**config.mk**
```make
export PLATFORM = sky130hd
export DESIGN_NAME = poserr_start_check
export DESIGN_NICKNAME = d
export VERILOG_FILES = /design/src/poserr_pkg.sv /design/src/poserr_start_check.sv
export SDC_FILE = /design/constraint.sdc
export NUM_CORES = 1
export LEC_CHECK = 0
export BUFFER_PORTS_ARGS = -buffer_cell sky130_fd_sc_hd__buf_2
export CAP_MARGIN = 20
export CORE_AREA = 3 3 40 42
export DETAILED_ROUTE_END_ITERATION = 6
export DIE_AREA = 0 0 43 45
export PLACE_DENSITY = 0.67
export SYNTH_ARGS = -nofsm -noshare
export SYNTH_HDL_FRONTEND = slang
export SYNTH_SLANG_ARGS = --single-unit
```
**constraint.sdc**
```tcl
create_clock -name vclk -period 2
set_clock_uncertainty 0.05 [all_clocks]
set_input_delay 0.3 -clock vclk [all_inputs]
set_output_delay 0.3 -clock vclk [all_outputs]
set_load 0.01 [all_outputs]
```
**src/poserr_pkg.sv**
```systemverilog
// package: error codes, buffer addresses and limits for the error checker
// assumes: shared buffer addresses are word indices, codes are decimal bytes
package poserr_pkg;
  localparam logic [7:0] ERR_NONE = 8'h00;
  localparam logic [7:0] ERR_CALC_TIMEOUT = 8'h32; // 50
  localparam logic [7:0] ERR_CALC_FAULT = 8'h33; // 51
  localparam logic [7:0] ERR_POINTER = 8'h3C; // 60
  localparam logic [7:0] ERR_SPEED_CHG = 8'h3D; // 61
  localparam logic [7:0] ERR_PV_CHG = 8'h3E; // 62
  localparam logic [7:0] ERR_CPU_RDY_WR = 8'h3F; // 63
  localparam logic [7:0] ERR_PROTECTED = 8'h40; // 64
  localparam logic [7:0] ERR_DRV_NOT_RDY = 8'h46; // 70
  localparam logic [7:0] ERR_EXT_STOP = 8'h47; // 71
  localparam logic [7:0] ERR_NOT_READY = 8'h48; // 72
  localparam logic [7:0] ERR_BUSY = 8'h49; // 73
  localparam logic [7:0] ERR_COMPLETE = 8'h4A; // 74
  localparam logic [7:0] ERR_AUX_CODE = 8'h4B; // 75
  localparam logic [7:0] ERR_STOP_CMD = 8'h4C; // 76
  localparam logic [7:0] ERR_ZRET_REPEAT = 8'h4D; // 77
  localparam logic [7:0] ERR_ZRET_DONE = 8'h4E; // 78
  localparam logic [7:0] ERR_RANGE = 8'h4F; // 79
  localparam logic [7:0] ERR_DRV_LOST = 8'h50; // 80
  localparam logic [7:0] ERR_ZRET_STOP = 8'h51; // 81
  // buffer addresses: per-axis fields x axis then y axis, then the cpu-ready write range
  localparam logic [12:0] ADDR_PTR_X = 13'h0027; // 39
  localparam logic [12:0] ADDR_PTR_Y = 13'h0153; // 339
  localparam logic [12:0] ADDR_SPD_X = 13'h0028; // 40
  localparam logic [12:0] ADDR_SPD_Y = 13'h0154; // 340
  localparam logic [12:0] ADDR_PV0_X = 13'h0029; // 41
  localparam logic [12:0] ADDR_PV1_X = 13'h002A; // 42
  localparam logic [12:0] ADDR_PV0_Y = 13'h0155; // 341
  localparam logic [12:0] ADDR_PV1_Y = 13'h0156; // 342
  localparam logic [12:0] ADDR_CPU_LO = 13'h1EC0; // 7872
  localparam logic [12:0] ADDR_CPU_HI = 13'h1EF8; // 7928
  localparam logic [31:0] POS_MAX = 32'h00F8_0000; // 16252928 pulses
  localparam logic [15:0] PTR_LAST = 16'h0014; // 20th point
  localparam logic [1:0] ZRET_MAX = 2'h2; // more than twice is refused
  // bus starvation: device waits this long for a buffer slot
  localparam int BUS_WAIT_NS = 10000;
  localparam int CLK_NS = 10;
  localparam int BUS_WAIT_CYC = BUS_WAIT_NS / CLK_NS;
  // start kinds
  localparam logic [1:0] START_POS = 2'h0;
  localparam logic [1:0] START_ZRET = 2'h1;
  localparam logic [1:0] START_JOG = 2'h2;
  localparam logic [1:0] START_INCH = 2'h3;
endpackage

```
**src/poserr_start_check.sv**
```systemverilog
// start check for one axis: picks the refusal code of highest priority
// assumes: all inputs already synchronised to i_clk
module poserr_start_check (
  input wire logic [1:0] i_kind,
  input wire logic i_drv_ready,
  input wire logic i_ext_stop,
  input wire logic i_ready_ok,
  input wire logic i_busy,
  input wire logic i_complete,
  input wire logic i_aux_active,
  input wire logic i_stop_cmd,
  input wire logic i_zret_repeat,
  input wire logic i_zret_done,
  input wire logic [31:0] i_position,
  output logic [7:0] o_code
);
  // first failing check wins, in table order
  always_comb begin
    o_code = poserr_pkg::ERR_NONE;
    if (!i_drv_ready) begin
      o_code = poserr_pkg::ERR_DRV_NOT_RDY;
    end else if (i_ext_stop) begin
      o_code = poserr_pkg::ERR_EXT_STOP;
    end else if (!i_ready_ok) begin
      o_code = poserr_pkg::ERR_NOT_READY;
    end else if (i_busy) begin
      o_code = poserr_pkg::ERR_BUSY;
    end else if (i_complete) begin
      o_code = poserr_pkg::ERR_COMPLETE;
    end else if (i_aux_active) begin
      o_code = poserr_pkg::ERR_AUX_CODE;
    end else if (i_stop_cmd) begin
      o_code = poserr_pkg::ERR_STOP_CMD;
    end else if (i_kind == poserr_pkg::START_ZRET && i_zret_repeat) begin
      o_code = poserr_pkg::ERR_ZRET_REPEAT;
    end else if (i_kind == poserr_pkg::START_ZRET && i_zret_done) begin
      o_code = poserr_pkg::ERR_ZRET_DONE;
    end else if (i_position > poserr_pkg::POS_MAX) begin
      o_code = poserr_pkg::ERR_RANGE;
    end
  end
endmodule

```
; Yosys cells after proc, flatten, opt, wreduce, memory -nomap -nowiden
; Index checks and enable logic that the tools add are counted.
[totals]
elab_cells = 14
regBits = 0
inputBits = 43
out_inout_bits = 8
[classes]
order_cmp = 1
n_reduce_logical = 2
eq_ne = 1
n_mux = 10
[op_table]
columns = cell, n
row1 = $mux 7, 10
row2 = $gt 32x24->1 const B, 1
row3 = $eq 2x1->1 const B, 1
row4 = $logic_and 1x1->1, 2

; Logic depth before layout (Yosys ltp)
[logic_depth]
depth_word = 11
depth_mapped = 4
mapped_depth_nobuf = 4

; Worst setup path after synthesis
; OpenSTA, ideal clock, no wires.
[synth_path]
kind = in2out
startpoint = in i_position[11]
endpoint = out o_code[1]
path_slack_ps = 334
path_buffers = 0
path_stages = 4
required_time_ps = 1650
t_arrival_ps = 1316
cell_sequence = nor4_2 > nand3_1 > a2111oi_4 > o211ai_1
[synth_via]
elab_chain_cells = 11
[synth_rtl]
columns = element, line
row1 = start: declaration, poserr_start_check.sv:14  ; input wire logic [31:0] i_position,
row2 = $gt 32x24->1, poserr_start_check.sv:38  ; end else if (i_position > poserr_pkg::POS_MAX) begin
row3 = $mux 7, poserr_start_check.sv:38
row4 = $mux 7, poserr_start_check.sv:36  ; end else if (i_kind == poserr_pkg::START_ZRET && i_zret_done) begin
row5 = $mux 7, poserr_start_check.sv:34  ; end else if (i_kind == poserr_pkg::START_ZRET && i_zret_repeat) begin
row6 = $mux 7, poserr_start_check.sv:32  ; end else if (i_stop_cmd) begin
row7 = $mux 7, poserr_start_check.sv:30  ; end else if (i_aux_active) begin
row8 = $mux 7, poserr_start_check.sv:28  ; end else if (i_complete) begin
row9 = $mux 7, poserr_start_check.sv:26  ; end else if (i_busy) begin
row10 = $mux 7, poserr_start_check.sv:24  ; end else if (!i_ready_ok) begin
row11 = $mux 7, poserr_start_check.sv:22  ; end else if (i_ext_stop) begin
row12 = $mux 7, poserr_start_check.sv:20  ; if (!i_drv_ready) begin
row13 = end: declaration, poserr_start_check.sv:15  ; output logic [7:0] o_code
; No other way between the ends.

; Final worst setup path
[layout_path]
startpoint = in i_position[26]
endpoint = out o_code[1]
; Same word-level chain as after synthesis.

==> results by group <==
Min path
  • Hold worst-path end: o_code[0]
  • Min-delay worst type: in2out
  • Number of cells traversed by the worst hold path: 4
  • Worst Min Path Start: i_drv_ready

Logic synthesis
  • Library cell occupying the most area in the post-synthesis netlist: sky130_fd_sc_hd__nor4_2
  • Top area cells in the synthesized netlist: sky130_fd_sc_hd__nor4_2, sky130_fd_sc_hd__a2111oi_4, sky130_fd_sc_hd__buf_4
  • Number of warnings issued by yosys: 0
  • Netlist cell types: 23
  • Area share of the largest cell type after synthesis: 0.173
  • Seq/Total Area, Yosys: 0
  • Post-synthesis cell area: 289 um2
  • Post-Syn Area per Cell: 7.05 um2
  • Mapped Cells: 41

Finish
  • Final sequential cell count: 0
  • Count of antenna diodes in the layout: 0
  • Post-layout net count: 133
  • Register area: 0 um2
  • Proportion of layout cells with a drive suffix above 1: 0.602
  • Layout overhead on the synthesized area: 87.4%
  • # clk buffers: 0

Setup path
  • Class of the most critical setup path: in2out
  • Required time at the worst-slack endpoint: 1650 ps
  • WP data arrival: 1560 ps
  • Most prevalent standard cell on the critical path: sky130_fd_sc_hd__buf_2
  • Largest stage delay, worst path: 420 ps
  • Setup crit start: i_position[26]
  • Number of buffer and inverter stages on the critical path: 2
  • Cell at the slowest stage of the critical path: sky130_fd_sc_hd__a2111oi_4
  • Cell chain of the critical path: buf_2 > nor4_2 > nand2_1 > a2111oi_4 > o211ai_1 > buf_2
  • Family with the most delay on the worst path: compound AO/OA/AOI/OAI gates
  • Endpoint type of the worst setup path: primary output
  • Maximum fanout along the worst path: 4
  • Sort of element at the start of the critical path: primary input

Floorplan
  • DIE WIDTH: 43 um
  • Height of the chip: 45 um
  • Area of the placeable core: 1280 um2
  • Total number of placement rows: 13
  • Overall die area: 1940 um2
  • Boundary pin count: 51
  • Initial Utilization: 0.225

Power
  • Max VDD drop: 0.0000542 V
  • Post-route total power: 81.8 uW
  • Pwr dens: 151 nW/um2
  • Static Leak: 0.265 nW

Drt
  • Ratio of routed vias to standard cells: 4.70
  • Final routed wirelength across all metal layers: 954 um
  • Number of nets with antenna violations after routing: 0
  • Length of the first detailed-routing pass in iterations: 3
  • Post-route DRC violation count: 0
  • Post-detailed-route wirelength per cell: 9.26 um
  • Via count: 484
  • First-iteration detailed-routing DRC count: 3

Timing
  • Number of pins with negative max-slew slack in the final report: 0
  • Final worst-path cycle share: 0.956
  • FMAX: 523 MHz
  • Final setup violation count: 0
  • Post-Route Setup TNS: 0 ps
  • Count of final hold-check violations: 0
  • Setup repair after global routing missed its margin: no
  • Time the worst path needs with I/O delays and setup: 1910 ps

Run
  • Number of max-cap violations: 0

Clocking
  • Total setup buffers inserted after CTS: 0
  • Count of hold buffers inserted by post-cts repair: 0
  • Total of cells resized after clock tree synthesis: 0

Global routing
  • Total congestion overflow after global routing: 0
  • Via count of the first global-routing pass: 423
  • Total global routing track utilization: 0.0987
  • Initial antenna violation count: 0
  • Pin count of the biggest net entering global routing: 5
  • Global-route wire length before repair: 1590 um

Placement
  • Number of buffer cells added on primary ports: 48
  • HPWL reported at the end of detailed placement: 921 um
  • Global placement routability congestion: 0.642

Outcome
  • Status: completed
-- routing by layer --
metal	GRT usage	wire, um
met5	0	0
met4	0	0
met3	0.0159	173
met2	0.171	403
met1	0.138	378
-- worst max-delay path by stage --
stage / endpoint / slack (ps) / cells past startpoint
after floorplan: o_code[1] / 330 / 4
after global placement: o_code[1] / 60 / 6
after detailed placement: o_code[1] / 40 / 6
after CTS: o_code[1] / 40 / 6
after global routing: o_code[1] / 2 / 6
final: o_code[1] / 90 / 6
-- final cells by class --
| cell class | instances | area [um2] |
|---|---|---|
| fillers | 140 | 743 |
| multi-input cells | 38 | 275 |
| repair buffers | 48 | 240 |
| well taps | 15 | 18.8 |
| inverters | 2 | 7.51 |
-- logic make-up after synthesis --
logic type	share of synthesized area
and+or+nand+nor	0.545
buffers and inverters	0.104
other	0.0130
AOI/OAI and AO/OA	0.338
-- placed cells by master, fill, tap and decap left out, drive strengths merged --
| cell | count |
|---|---|
| a2111oi | 1 |
| a211oi | 1 |
| a21oi | 2 |
| a31oi | 3 |
| and3 | 1 |
| and3b | 1 |
| buf | 48 |
| conb | 3 |
| inv | 2 |
| nand2 | 2 |
| nand2b | 1 |
| nand3 | 2 |
| nand4 | 2 |
| nor2 | 3 |
| nor2b | 2 |
| nor3 | 2 |
| nor4 | 6 |
| nor4bb | 1 |
| o211ai | 1 |
| o21ai | 2 |
| o21bai | 1 |
| o221ai | 1 |
-- cells in the mapped netlist --
cell type and instances:
sky130_fd_sc_hd__o221ai_1 1, sky130_fd_sc_hd__a211oi_1 1, sky130_fd_sc_hd__nor2b_1 2, sky130_fd_sc_hd__buf_4 3, sky130_fd_sc_hd__nand3_1 2, sky130_fd_sc_hd__nor4_2 4
sky130_fd_sc_hd__nor4bb_1 1, sky130_fd_sc_hd__inv_1 2, sky130_fd_sc_hd__o21bai_1 1, sky130_fd_sc_hd__nor4_1 2, sky130_fd_sc_hd__a31oi_1 3, sky130_fd_sc_hd__a2111oi_4 1
sky130_fd_sc_hd__nand2b_1 1, sky130_fd_sc_hd__nor3_1 2, sky130_fd_sc_hd__nand2_1 2, sky130_fd_sc_hd__nand4_1 2, sky130_fd_sc_hd__conb_1 1, sky130_fd_sc_hd__nor2_1 3
sky130_fd_sc_hd__and3b_1 1, sky130_fd_sc_hd__o211ai_1 1, sky130_fd_sc_hd__o21ai_0 2, sky130_fd_sc_hd__a21oi_1 2, sky130_fd_sc_hd__and3_1 1
-- power breakdown --
| group | total (mW) | internal [mW] | switching (mW) | leakage, nW |
|---|---|---|---|---|
| registers | 0 | 0 | 0 | 0 |
| clock network | 0 | 0 | 0 | 0 |
| logic | 0.0818 | 0.0446 | 0.0372 | 0.265 |
-- tightest hold or removal path: stages --
cell	delay (ps)
sky130_fd_sc_hd__buf_2	110
sky130_fd_sc_hd__o21ai_0	70
sky130_fd_sc_hd__a31oi_1	40
sky130_fd_sc_hd__buf_2	130
-- through the flow --
stage	cells	setup WS [ps]	hold WS (ps)	util	instance area [um2]
3_3_place_gp	103	58.9	891	0.415	533
3_5_place_dp	103	43.7	893	0.415	533
6_report	103	87.5	896	0.422	542
2_1_floorplan	43	334	663	-	297
4_1_cts	103	44.7	897	0.415	533
5_1_grt	103	1.86	928	0.422	542
No activity file was read; power rests on OpenSTA's default activity.
